**src/inc/cse_pkg.sv**
```systemverilog
// Purpose: shared constants and types for the call, compare and skip executor
// Assumes: one core clock; operands arrive from the core's decode stage
// Notes:   flag vector order is {half, overflow, negative, zero, carry}
package cse_pkg;

	typedef enum logic [2:0] {
		pointer_call_op,
		equal_skip_op,
		immediate_compare_op,
		reg_bit_clear_skip_op,
		reg_bit_set_skip_op,
		io_bit_clear_skip_op
	} op_kind_t;

	localparam int          DATA_W        = 8;
	localparam int          PC_W          = 16;
	localparam int          FLAG_W        = 5;
	localparam int          BIT_SEL_W     = 3;

	// flag positions inside the flag vector
	localparam int          FLAG_C        = 0;
	localparam int          FLAG_Z        = 1;
	localparam int          FLAG_N        = 2;
	localparam int          FLAG_V        = 3;
	localparam int          FLAG_H        = 4;

	// operand bit positions used by the flag equations
	localparam int          SIGN_BIT      = 7;
	localparam int          NIBBLE_BIT    = 3;

	// cycle counts per instruction
	localparam logic [1:0]  CALL_CYCLES   = 2'h3;
	localparam logic [1:0]  CMP_CYCLES    = 2'h1;
	localparam logic [1:0]  NOSKIP_CYCLES = 2'h1;
	localparam logic [1:0]  SKIP1_CYCLES  = 2'h2;
	localparam logic [1:0]  SKIP2_CYCLES  = 2'h3;

	// program counter steps
	localparam logic [15:0] PC_STEP_NEXT  = 16'h0001;
	localparam logic [15:0] PC_STEP_SKIP1 = 16'h0002;
	localparam logic [15:0] PC_STEP_SKIP2 = 16'h0003;

	localparam logic [15:0] PC_RESET      = 16'h0000;
	localparam logic [4:0]  FLAGS_RESET   = 5'h00;

endpackage : cse_pkg

```
**src/inc/cmp_if.sv**
```systemverilog
// Purpose: carries compare operands to the flag unit and flags back
// Assumes: purely combinational path
// Notes:   lhs minus rhs, result itself is discarded
`timescale 1ns/1ps
interface cmp_if;
	logic [7:0] lhs;
	logic [7:0] rhs;
	logic [4:0] flags;

	modport unit (input lhs, input rhs, output flags);
	modport user (output lhs, output rhs, input flags);
endinterface : cmp_if

```
**src/verilog/call_compare_skip_exec.sv**
```systemverilog
// Purpose: executes pointer call, compares and conditional skips
// Assumes: decode presents one operation with ready/valid on the core clock
// Notes:   results appear with done_o after the instruction's cycle count
`timescale 1ns/1ps

module call_compare_skip_exec (
	input  wire logic                                 ref_clk_i,
	input  wire logic                                 resetn_i,
	input  wire logic                                 op_valid_i,
	output logic                                      op_ready_o,
	input  wire cse_pkg::op_kind_t                    op_kind_i,
	input  wire logic [cse_pkg::PC_W-1:0]             pc_i,
	input  wire logic [cse_pkg::PC_W-1:0]             ptr_i,
	input  wire logic [cse_pkg::DATA_W-1:0]           reg_d_i,
	input  wire logic [cse_pkg::DATA_W-1:0]           reg_r_i,
	input  wire logic [cse_pkg::DATA_W-1:0]           imm_i,
	input  wire logic [cse_pkg::DATA_W-1:0]           io_val_i,
	input  wire logic [cse_pkg::BIT_SEL_W-1:0]        bit_sel_i,
	input  wire logic                                 next_two_word_i,
	output logic                                      done_o,
	output logic                                      pc_load_o,
	output logic [cse_pkg::PC_W-1:0]                  pc_o,
	output logic                                      push_o,
	output logic [cse_pkg::PC_W-1:0]                  push_data_o,
	output logic                                      flags_we_o,
	output logic [cse_pkg::FLAG_W-1:0]                flags_o
);
	typedef enum logic {st_idle, st_busy} state_t;

	logic                 rst_meta_q;
	logic                 rst_sync_q;
	logic                 rst_n;
	logic                 take;

	state_t               state_q,   state_d;
	logic [1:0]           left_q,    left_d;
	logic                 done_q,    done_d;
	logic                 pcld_q,    pcld_d;
	logic [15:0]          pc_q,      pc_d;
	logic                 push_q,    push_d;
	logic [15:0]          pdat_q,    pdat_d;
	logic                 fwe_q,     fwe_d;
	logic [4:0]           flags_q,   flags_d;
	logic                 pend_pcld_q, pend_pcld_d;
	logic                 pend_push_q, pend_push_d;
	logic                 pend_fwe_q,  pend_fwe_d;
	logic [15:0]          pend_pc_q,   pend_pc_d;

	logic [1:0]           cycles;
	logic [15:0]          target;
	logic                 skip;

	cmp_if cmp ();

	// true when the operation's condition asks for a skip
	function automatic logic skip_taken(
		input cse_pkg::op_kind_t kind,
		input logic [7:0]        d,
		input logic [7:0]        r,
		input logic [7:0]        io,
		input logic [2:0]        sel
	);
		logic res;
		res = 1'b0;
		unique case (kind)
			cse_pkg::equal_skip_op:         res = (d == r);
			cse_pkg::reg_bit_clear_skip_op: res = ~r[sel];
			cse_pkg::reg_bit_set_skip_op:   res = r[sel];
			cse_pkg::io_bit_clear_skip_op:  res = ~io[sel];
			default:                        res = 1'b0;
		endcase
		return res;
	endfunction : skip_taken

	// reset release is synchronised, assertion stays asynchronous
	always_ff @(posedge ref_clk_i or negedge resetn_i) begin
		if (!resetn_i) begin
			rst_meta_q <= 1'b0;
			rst_sync_q <= 1'b0;
		end else begin
			rst_meta_q <= 1'b1;
			rst_sync_q <= rst_meta_q;
		end
	end
	assign rst_n = rst_sync_q;

	assign cmp.lhs = reg_d_i;
	assign cmp.rhs = imm_i;

	cmp_flag_unit i_cmp_flag_unit (
		.cmp (cmp.unit)
	);

	assign op_ready_o = (state_q == st_idle);
	assign take       = op_valid_i && op_ready_o;

	always_comb begin
		skip   = skip_taken(op_kind_i, reg_d_i, reg_r_i, io_val_i, bit_sel_i);
		cycles = cse_pkg::NOSKIP_CYCLES;
		target = pc_i + cse_pkg::PC_STEP_NEXT;
		if (op_kind_i == cse_pkg::pointer_call_op) begin
			cycles = cse_pkg::CALL_CYCLES;
			target = ptr_i;
		end else if (op_kind_i == cse_pkg::immediate_compare_op) begin
			cycles = cse_pkg::CMP_CYCLES;
		end else if (skip && next_two_word_i) begin
			cycles = cse_pkg::SKIP2_CYCLES;
			target = pc_i + cse_pkg::PC_STEP_SKIP2;
		end else if (skip) begin
			cycles = cse_pkg::SKIP1_CYCLES;
			target = pc_i + cse_pkg::PC_STEP_SKIP1;
		end
	end

	always_comb begin
		state_d     = state_q;
		left_d      = left_q;
		done_d      = 1'b0;
		pcld_d      = 1'b0;
		push_d      = 1'b0;
		fwe_d       = 1'b0;
		pc_d        = pc_q;
		pdat_d      = pdat_q;
		flags_d     = flags_q;
		pend_pcld_d = pend_pcld_q;
		pend_push_d = pend_push_q;
		pend_fwe_d  = pend_fwe_q;
		pend_pc_d   = pend_pc_q;
		unique case (state_q)
			st_idle: begin
				if (take) begin
					pend_pc_d   = target;
					pend_pcld_d = 1'b1;
					pend_push_d = (op_kind_i == cse_pkg::pointer_call_op);
					pend_fwe_d  = (op_kind_i == cse_pkg::immediate_compare_op);
					if (op_kind_i == cse_pkg::pointer_call_op) begin
						pdat_d = pc_i + cse_pkg::PC_STEP_NEXT;
					end
					if (op_kind_i == cse_pkg::immediate_compare_op) begin
						flags_d = cmp.flags;
					end
					if (cycles == cse_pkg::NOSKIP_CYCLES) begin
						// single-cycle ops finish without leaving idle
						done_d = 1'b1;
						pcld_d = 1'b1;
						pc_d   = target;
						fwe_d  = (op_kind_i == cse_pkg::immediate_compare_op);
					end else begin
						state_d = st_busy;
						left_d  = cycles - 2'h1;
					end
				end
			end
			st_busy: begin
				left_d = left_q - 2'h1;
				if (left_q == 2'h1) begin
					state_d = st_idle;
					done_d  = 1'b1;
					pcld_d  = pend_pcld_q;
					push_d  = pend_push_q;
					fwe_d   = pend_fwe_q;
					pc_d    = pend_pc_q;
				end
			end
		endcase
	end

	always_ff @(posedge ref_clk_i or negedge rst_n) begin
		if (!rst_n) begin
			state_q     <= st_idle;
			left_q      <= 2'h0;
			done_q      <= 1'b0;
			pcld_q      <= 1'b0;
			push_q      <= 1'b0;
			fwe_q       <= 1'b0;
			pc_q        <= cse_pkg::PC_RESET;
			pdat_q      <= cse_pkg::PC_RESET;
			flags_q     <= cse_pkg::FLAGS_RESET;
			pend_pcld_q <= 1'b0;
			pend_push_q <= 1'b0;
			pend_fwe_q  <= 1'b0;
			pend_pc_q   <= cse_pkg::PC_RESET;
		end else begin
			state_q     <= state_d;
			left_q      <= left_d;
			done_q      <= done_d;
			pcld_q      <= pcld_d;
			push_q      <= push_d;
			fwe_q       <= fwe_d;
			pc_q        <= pc_d;
			pdat_q      <= pdat_d;
			flags_q     <= flags_d;
			pend_pcld_q <= pend_pcld_d;
			pend_push_q <= pend_push_d;
			pend_fwe_q  <= pend_fwe_d;
			pend_pc_q   <= pend_pc_d;
		end
	end

	assign done_o      = done_q;
	assign pc_load_o   = pcld_q;
	assign pc_o        = pc_q;
	assign push_o      = push_q;
	assign push_data_o = pdat_q;
	assign flags_we_o  = fwe_q;
	assign flags_o     = flags_q;

	a_call_three_cycles: assert property (@(posedge ref_clk_i) disable iff (!rst_n)
		(take && op_kind_i == cse_pkg::pointer_call_op) |->
		##1 !done_o ##1 !done_o ##1 (done_o && push_o && !flags_we_o && pc_load_o
			&& pc_o == $past(ptr_i, 3)
			&& push_data_o == $past(pc_i, 3) + cse_pkg::PC_STEP_NEXT))
		else $error("pointer call did not complete correctly in three cycles");

	a_equal_skip_pc: assert property (@(posedge ref_clk_i) disable iff (!rst_n)
		(take && op_kind_i == cse_pkg::equal_skip_op && reg_d_i != reg_r_i) |->
		##1 (done_o && !flags_we_o && pc_o == $past(pc_i) + cse_pkg::PC_STEP_NEXT))
		else $error("unequal compare-skip did not fall through");

	a_compare_flags: assert property (@(posedge ref_clk_i) disable iff (!rst_n)
		(take && op_kind_i == cse_pkg::immediate_compare_op) |->
		##1 (done_o && flags_we_o
			&& flags_o[cse_pkg::FLAG_Z] == ($past(reg_d_i) == $past(imm_i))
			&& flags_o[cse_pkg::FLAG_C] == ($past(reg_d_i) < $past(imm_i))))
		else $error("immediate compare flags wrong");

	a_regclr_skip: assert property (@(posedge ref_clk_i) disable iff (!rst_n)
		(take && op_kind_i == cse_pkg::reg_bit_clear_skip_op && !reg_r_i[bit_sel_i]
			&& !next_two_word_i) |->
		##1 !done_o ##1 (done_o && !flags_we_o
			&& pc_o == $past(pc_i, 2) + cse_pkg::PC_STEP_SKIP1))
		else $error("register bit clear skip wrong");

	a_regset_skip: assert property (@(posedge ref_clk_i) disable iff (!rst_n)
		(take && op_kind_i == cse_pkg::reg_bit_set_skip_op && reg_r_i[bit_sel_i]
			&& next_two_word_i) |->
		##3 (done_o && !flags_we_o && pc_o == $past(pc_i, 3) + cse_pkg::PC_STEP_SKIP2))
		else $error("register bit set skip wrong");

	a_ioclr_skip: assert property (@(posedge ref_clk_i) disable iff (!rst_n)
		(take && op_kind_i == cse_pkg::io_bit_clear_skip_op && io_val_i[bit_sel_i]) |->
		##1 (done_o && !flags_we_o && pc_o == $past(pc_i) + cse_pkg::PC_STEP_NEXT))
		else $error("io bit clear skip taken when bit set");

	a_skip_busy_len: assert property (@(posedge ref_clk_i) disable iff (!rst_n)
		(take && op_kind_i != cse_pkg::pointer_call_op
			&& op_kind_i != cse_pkg::immediate_compare_op && skip && next_two_word_i) |->
		##1 !op_ready_o [*2] ##1 op_ready_o)
		else $error("two-word skip did not hold for three cycles");

	a_flags_only_cmp: assert property (@(posedge ref_clk_i) disable iff (!rst_n)
		flags_we_o |-> $past(take && op_kind_i == cse_pkg::immediate_compare_op))
		else $error("flags written by a non-compare operation");

endmodule : call_compare_skip_exec

```
**src/verilog/cmp_flag_unit.sv**
```systemverilog
// Purpose: subtract without storing and derive the arithmetic flags
// Assumes: operands are stable within the cycle
// Notes:   combinational; the caller registers the flags
`timescale 1ns/1ps
module cmp_flag_unit (
	cmp_if.unit cmp
);
	logic [7:0] diff;
	logic       a7;
	logic       b7;
	logic       r7;
	logic       a3;
	logic       b3;
	logic       r3;

	always_comb begin
		diff = cmp.lhs - cmp.rhs;
		a7   = cmp.lhs[cse_pkg::SIGN_BIT];
		b7   = cmp.rhs[cse_pkg::SIGN_BIT];
		r7   = diff[cse_pkg::SIGN_BIT];
		a3   = cmp.lhs[cse_pkg::NIBBLE_BIT];
		b3   = cmp.rhs[cse_pkg::NIBBLE_BIT];
		r3   = diff[cse_pkg::NIBBLE_BIT];
		cmp.flags                  = cse_pkg::FLAGS_RESET;
		cmp.flags[cse_pkg::FLAG_C] = (~a7 & b7) | (b7 & r7) | (r7 & ~a7);
		cmp.flags[cse_pkg::FLAG_Z] = (diff == 8'h00);
		cmp.flags[cse_pkg::FLAG_N] = r7;
		cmp.flags[cse_pkg::FLAG_V] = (a7 & ~b7 & ~r7) | (~a7 & b7 & r7);
		cmp.flags[cse_pkg::FLAG_H] = (~a3 & b3) | (b3 & r3) | (r3 & ~a3);
	end
endmodule : cmp_flag_unit
```
**config.mk**
```make
export PLATFORM = sky130hd
export DESIGN_NAME = call_compare_skip_exec
export DESIGN_NICKNAME = d
export VERILOG_FILES = /design/src/inc/cse_pkg.sv /design/src/inc/cmp_if.sv /design/src/verilog/call_compare_skip_exec.sv /design/src/verilog/cmp_flag_unit.sv
export SDC_FILE = /design/constraint.sdc
export NUM_CORES = 1
export LEC_CHECK = 0
export BUFFER_PORTS_ARGS = -buffer_cell sky130_fd_sc_hd__buf_4
export CORE_ASPECT_RATIO = 0.75
export CORE_MARGIN = 2
export CORE_UTILIZATION = 49
export DETAILED_ROUTE_END_ITERATION = 10
export GPL_TIMING_DRIVEN = 0
export PLACE_DENSITY = 0.78
export SLEW_MARGIN = 20
export SYNTH_ARGS = -nofsm -noshare
export SYNTH_HDL_FRONTEND = slang
export SYNTH_SLANG_ARGS = --single-unit
```
**constraint.sdc**
```tcl
create_clock -name ref_clk_i -period 2.2 [get_ports ref_clk_i]
set_clock_uncertainty 0.15 [all_clocks]
set_input_delay 0.22 -clock ref_clk_i [delete_from_list [all_inputs] [get_ports ref_clk_i]]
set_output_delay 0.22 -clock ref_clk_i [all_outputs]
set_load 0.01 [all_outputs]
```
## Yosys cells after proc, flatten, opt, wreduce, memory -nomap -nowiden

Index checks and enable logic that the tools add are counted.

- Order comparisons: 1
- Bitwise logic cells: 21
- Muxes and demuxes: 36
- $add $sub $neg: 6
- Reduce and logical (&&, ||, !) cells: 9
- Eq/ne operators: 12

Operators with widths:

| operator | number |
|---|---|
| $mux W16 | 7 |
| $add A16 B2 Y16 const B | 2 |
| $pmux W16 S2 | 1 |
| $add A16 B1 Y16 const B | 1 |
| $mux W1 | 14 |
| $mux W2 | 6 |
| $and A1 B1 Y1 | 9 |
| $reduce_and A3 Y1 | 3 |
| $eq A8 B8 Y1 | 1 |
| $logic_not A8 Y1 | 1 |
| $pmux W1 S2 | 4 |
| $sub A8 B8 Y8 | 1 |
| $not A1 Y1 | 7 |
| $bmux W1 S3 | 2 |
| $eq A3 B2 Y1 const B | 2 |
| $eq A3 B3 Y1 const B | 2 |
| $ne A2 B1 Y1 const B | 3 |
| $or A1 B1 Y1 | 5 |
| $eq A2 B1 Y1 const B | 2 |
| $lt A3 B4 Y1 const B | 1 |
| $pmux W1 S4 | 1 |
| $pmux W2 S2 | 1 |
| $reduce_and A2 Y1 | 2 |
| $sub A2 B1 Y2 const B | 2 |
| other kinds (4) | 5 |

- Word-level logic and storage cells: 100
- Flip-flop bits (word level): 65

## Depth between registers and ports, before layout

- Depth in word-level cells: 12
- Mapped depth: 14
- Depth with buffers taken out: 14

## Hierarchy

Synthesis repeated with hierarchy kept, for this count alone.

- Cell total of the unflattened synthesis: 499
- Area total of the unflattened synthesis: 4475.5 um^2

By module, submodules not included:

| module | cells an instance | instances | seq. area each (um^2) | area an instance (um^2) |
|---|---|---|---|---|
| call_compare_skip_exec | 447 | 1 | 1626.6 | 4055.1 |
| cmp_flag_unit | 52 | 1 | 0.0 | 420.4 |

## Worst setup path after synthesis

No wires, ideal clock.

- Kind: input to register
- From: in bit_sel_i[0] (netlist name)
- To: reg pc_q[13] (netlist: pc_o[13])
- Arrival time: 2.689 ns
- Path slack: -0.764 ns
- Cell stages on the path: 10
- Cells stage by stage: mux4_2 -> mux2_2 -> a32o_1 -> buf_2 -> nor3_1 -> ha_1 -> nand2_1 -> nand2_1 -> clkbuf_1 -> mux2_2

- Longest elaborated chain between the ends: 11
- Elaborated cells on any way between the ends: 22
- Those cells by class: 2 x eq/ne; 16 x mux; 2 x bitwise; 2 x reduce/logical

RTL lines:

| element | RTL line | text |
|---|---|---|
| start: declaration | call_compare_skip_exec.sv:18 | `input wire logic [cse_pkg::BIT_SEL_W-1:0] bit_sel_i,` |
| $bmux W1 S3 (on tied branches) | call_compare_skip_exec.sv:69, call_compare_skip_exec.sv:67, call_compare_skip_exec.sv:68 |  |
| $mux W1 (on tied branches) | call_compare_skip_exec.sv:69, call_compare_skip_exec.sv:67, call_compare_skip_exec.sv:68 |  |
| $not A1 Y1 (on tied branches) | call_compare_skip_exec.sv:69, call_compare_skip_exec.sv:67 |  |
| $pmux W1 S4 (*) | call_compare_skip_exec.sv:65 | `unique case (kind)` |
| $mux W2 (tied with other cells) | call_compare_skip_exec.sv:109 | `end else if (skip) begin` |
| $mux W2 or $mux W16 (tied branches) | call_compare_skip_exec.sv:106 | `end else if (skip && next_two_word_i) begin` |
| $mux W2 or $mux W16 (tied branches) | call_compare_skip_exec.sv:104 | `end else if (op_kind_i == cse_pkg::immediate_compare_op) begin` |
| $mux W2 or $mux W16 (tied branches) | call_compare_skip_exec.sv:101 | `if (op_kind_i == cse_pkg::pointer_call_op) begin` |
| $eq A2 B1 Y1 or $mux W16 (tied branches) | call_compare_skip_exec.sv:142 | `if (cycles == cse_pkg::NOSKIP_CYCLES) begin` |
| $ne A2 B1 Y1 (no line) or $mux W16 (tied branches) | - |  |
| $reduce_and A3 Y1 (no line) or $pmux W16 S2 (tied branches) | - |  |
| end signal: assignment | call_compare_skip_exec.sv:176 | `pc_q <= cse_pkg::PC_RESET;` |
| end signal: assignment | call_compare_skip_exec.sv:190 | `pc_q <= pc_d;` |
| end: declaration | call_compare_skip_exec.sv:39 | `logic [15:0] pc_q, pc_d;` |

Every way passes the cells marked *; elsewhere a longest branch is shown, timed or not. The select of a mux whose other input is x is not followed.
A chain may end at the register's enable or synchronous reset.

## Worst setup path in the final report

- From: in reg_r_i[0] (netlist name)
- To: reg pc_q[13] (netlist: pc_o[13])

- Longest elaborated chain between the ends: 11
- Elaborated cells on any way between the ends: 20
- Those cells by class: 3 x eq/ne; 14 x mux; 1 x bitwise; 2 x reduce/logical

RTL lines:

| element | RTL line | text |
|---|---|---|
| start: declaration | call_compare_skip_exec.sv:15 | `input wire logic [cse_pkg::DATA_W-1:0] reg_r_i,` |
| $bmux W1 S3 | call_compare_skip_exec.sv:67, call_compare_skip_exec.sv:68 |  |
| $mux W1 (not written as such) | call_compare_skip_exec.sv:67, call_compare_skip_exec.sv:68 |  |
| $not A1 Y1 | call_compare_skip_exec.sv:67 | `cse_pkg::reg_bit_clear_skip_op: res = ~r[sel];` |
| $pmux W1 S4 (*) | call_compare_skip_exec.sv:65 |  |
| $mux W2 (tied with other cells) | call_compare_skip_exec.sv:109 |  |
| $mux W2 or $mux W16 (tied branches) | call_compare_skip_exec.sv:106 |  |
| $mux W2 or $mux W16 (tied branches) | call_compare_skip_exec.sv:104 |  |
| $mux W2 or $mux W16 (tied branches) | call_compare_skip_exec.sv:101 |  |
| $eq A2 B1 Y1 or $mux W16 (tied branches) | call_compare_skip_exec.sv:142 |  |
| $ne A2 B1 Y1 (no line) or $mux W16 (tied branches) | - |  |
| $reduce_and A3 Y1 (no line) or $pmux W16 S2 (tied branches) | - |  |

Marks and branches as above.

==> flow_metrics.py <==
metrics = {
    "sta": {
        "finalSetupViolations": 35,
        "layout_setup_ws_ps": -307,
        "maxSlewViolCount": 0,
        "post-route-min-period_ps": 2510,
        "tightestPinTransition_ps": 807,
        "finalCritPeriodShare_pct": 114,
        "rsz0062_at_grt": "true",
        "fmax_ghz": 0.399,
        "hold_viol": 0,
        "hold-worst-slack_ps": 28.5,
        "slew_headroom_pct": 46.0,
    },
    "global_route": {
        "grt_pass1_wl_um": 24100,
        "globalRouteTotalUtil_pct": 32.3,
        "overflow": 0,
        "grt_max_degree": 37,
        "antenna_found_initial": 0,
        "grt_pass1_vias": 4614,
    },
    "cts": {
        "cts_tree": "built",
        "cts_made_buffers": 9,
        "clk_latency_ps": 340,
        "root_buffer": "clkbuf_16",
        "htreeDepth": 3,
        "cts_sinks": 65,
        "cts.path.max_buffers": 2,
        "clkTransAtPathRegs_ps": 60,
    },
    "run_status": {
        "outcome": "complete, but fails checks",
        "violations": "negative setup slack",
    },
    "yosys": {
        "synth_ff_type": "dfrtp_1",
        "seq_area_frac_synth_pct": 36.9,
        "synth-seq-cells": 65,
        "synth-compound-area-share_pct": 21.7,
        "async_flop_share_pct": 100,
        "synth-edff-count": 0,
        "synth_area_mm2": 0.00441,
        "syn_inst": 514,
        "yosys_warnings": 0,
        "synth-adder-area-share_pct": 6.18,
        "synth_top_family_by_area": "compound AO/OA/AOI/OAI gates",
        "syn_area_per_cell_um2": 8.59,
        "synthSimpleGateAreaFrac_pct": 18.7,
        "synth.distinct_cells": 54,
        "synth-xor-area-share_pct": 6.95,
        "synth_mux_area_share_pct": 5.08,
        "synth_nets": 608,
    },
    "cells_and_area": {
        "syn2layout_area_growth_pct": 55.0,
        "layout_commonest_cell": "buf_4",
        "seqCellArea_mm2": 0.00163,
        "antenna_cells": 0,
        "drive_gt1_share_pct": 40.9,
        "nets": 776,
        "n_fill_cell": 533,
        "multiInputGateArea_mm2": 0.00312,
        "postLayoutCellArea_mm2": 0.00684,
        "final_cell_mix": "buf_4, dfrtp_1, nand2_1, o21ai_0, nor2_1",
        "fin_cells": 795,
    },
    "floorplan": {
        "fp.dieH_um": 86.2,
        "fp-row-count": 29,
        "num_io_pins": 116,
        "core_mm2": 0.00860,
        "die_x_um": 114,
        "die-area_mm2": 0.00979,
        "start_util_pct": 51.3,
    },
    "setup_path": {
        "rr_worst_depth": 7,
        "crit_type": "input port to flop",
        "critPathLaunchType": "input port",
        "crit_arrival_ps": 2580,
        "end_kind": "flop",
        "path_max_fanout": 7,
        "required_ps": 2280,
    },
    "power": {
        "leakage_nw": 3.06,
        "power_w": 0.00662,
        "power_density_mw_per_mm2": 967,
        "peakVddDrop_v": 0.000807,
    },
    "placement": {
        "dp_hpwl_um": 10700,
        "routabilityCongestion": 0.986,
        "placed_cells": 734,
        "postPlaceCellArea_mm2": 0.00548,
        "io_buffers": 111,
        "dp_slack_ps": -1000,
    },
    "detailed_routing": {
        "first_pass_iters": 6,
        "wl_per_cell_um": 20.9,
        "drtIter0Drc": 584,
        "viasPerCell": 6.24,
        "detail-route-antenna-nets": 0,
        "vias": 4960,
        "wl_um": 16600,
        "drc": 0,
    },
    "worst_hold_path": {
        "hold_path_class": "input port to flop",
        "hold_depth": 3,
    },
    "flow_run": {
        "cap_violations": 0,
    },
}
[power breakdown]
group          internal [W]  switching (W)  total (W)
Sequential          0.00169       0.000345    0.00203
Clock               0.00112       0.000580    0.00170
Combinational       0.00139        0.00150    0.00289
[worst max-delay path, cell delays in order]
cell and delay [ps]:
buf_4 120, mux4_2 460, mux2_4 290, a32o_2 270
buf_6 150, nor3_4 180, ha_2 240, nand2_4 70
nand2_4 90, clkbuf_16 180, mux2_4 290
[registers in the layout (all words and copies together) (netlist names)]
name and count:
pc_o 16, pend_pc_q 16, push_data_o 16, flags_o 5
left_q 2, done_o 1, flags_we_o 1, pc_load_o 1
pend_fwe_q 1, pend_pcld_q 1, pend_push_q 1, push_o 1
rst_meta_q 1, rst_n 1, state_q 1
[cells in the mapped netlist, types with 2 or more instances]
library cell	n	area (um^2)
nand2b_1	4	25.0
xnor2_1	16	140
o21ai_1	2	10.0
mux4_2	4	90.1
nor3_1	14	70.1
or2_2	3	18.8
a211oi_1	15	113
a211o_1	4	35.0
ha_1	17	213
nand3_1	17	85.1
xor2_1	19	166
a21oi_1	22	110
mux2i_1	10	100
a32o_1	2	20.0
nor2_1	24	90.1
nor2b_1	6	37.5
mux2_2	3	33.8
nand4_1	7	43.8
and3_1	4	25.0
fa_1	3	60.1
a31oi_1	8	50.1
a21boi_0	2	15.0
or3_1	8	50.1
dfrtp_1	65	1630
nand2_1	68	255
o211ai_1	5	37.5
and2_1	3	18.8
a21o_1	10	75.1
o31ai_1	2	15.0
o21ai_0	66	330
nor4_1	4	25.0
inv_1	19	71.3
a2111oi_0	3	26.3
and4_1	4	35.0
clkbuf_1	30	113
a2bb2oi_1	2	17.5
buf_2	2	10.0
[worst paths after layout]
check,endpoint,slack [ps],from
setup reg to reg,pc_o[13],-130,left_q[1]
hold / removal,pend_pc_q[13],30,ptr_i[13]
max in group asynchronous,pc_o[7],1260,rst_n
hold reg to reg,done_o,100,rst_n
min in group asynchronous,rst_n,60,resetn_i
setup / recovery,pc_o[13],-310,reg_r_i[0]
[what timing repair did]
item	in CTS	in global routing
pin swaps	21	43
endpoints found under the hold margin	2	0
setup endpoints to repair	34	56
gates cloned	0	1
gates resized for setup	74	115
setup buffers	22	25
hold buffers	1	0
[logic make-up (layout without fill, tap and decap cells)]
family	after synthesis	after routing
AO/OA/AOI/OAI	154	154
multiplexers	17	17
other	1	1
XOR/XNOR	35	35
buffers and inverters	52	224
AND/OR/NAND/NOR	170	171
flip-flops	65	65
adder cells (fa/ha/maj)	20	20
[layer usage]
| layer | vias to the layer above | share of wire [%] | global-route usage (%) |
|---|---|---|---|
| met5 | - | 0 | 0 |
| met4 | 0 | 3.6 | 12.5 |
| met3 | 60 | 9.4 | 7.97 |
| met2 | 316 | 46 | 49.1 |
| met1 | 2385 | 41 | 44.9 |
| li1 | 2199 | - | - |
[layout make-up]
| class | instances | share of cell area (%) |
|---|---|---|
| clock buffer | 9 | 3.29 |
| multi-input combinational | 398 | 45.6 |
| clock inverter | 7 | 1.87 |
| tap | 108 | 1.98 |
| sequential | 65 | 23.9 |
| inverter | 19 | 1.26 |
| buffer | 31 | 2.49 |
| timing repair buffer | 158 | 19.6 |
[stage by stage]
stage / setup TNS (ps) / util [%]
finish: -6240 / 79.5
global route: -8460 / 79.5
CTS: -4300 / 72.9
detailed placement: -29510 / 63.7
global placement: -65000 / 63.5
floorplan: -7320 / -
Power figures use the tool's default switching activity.
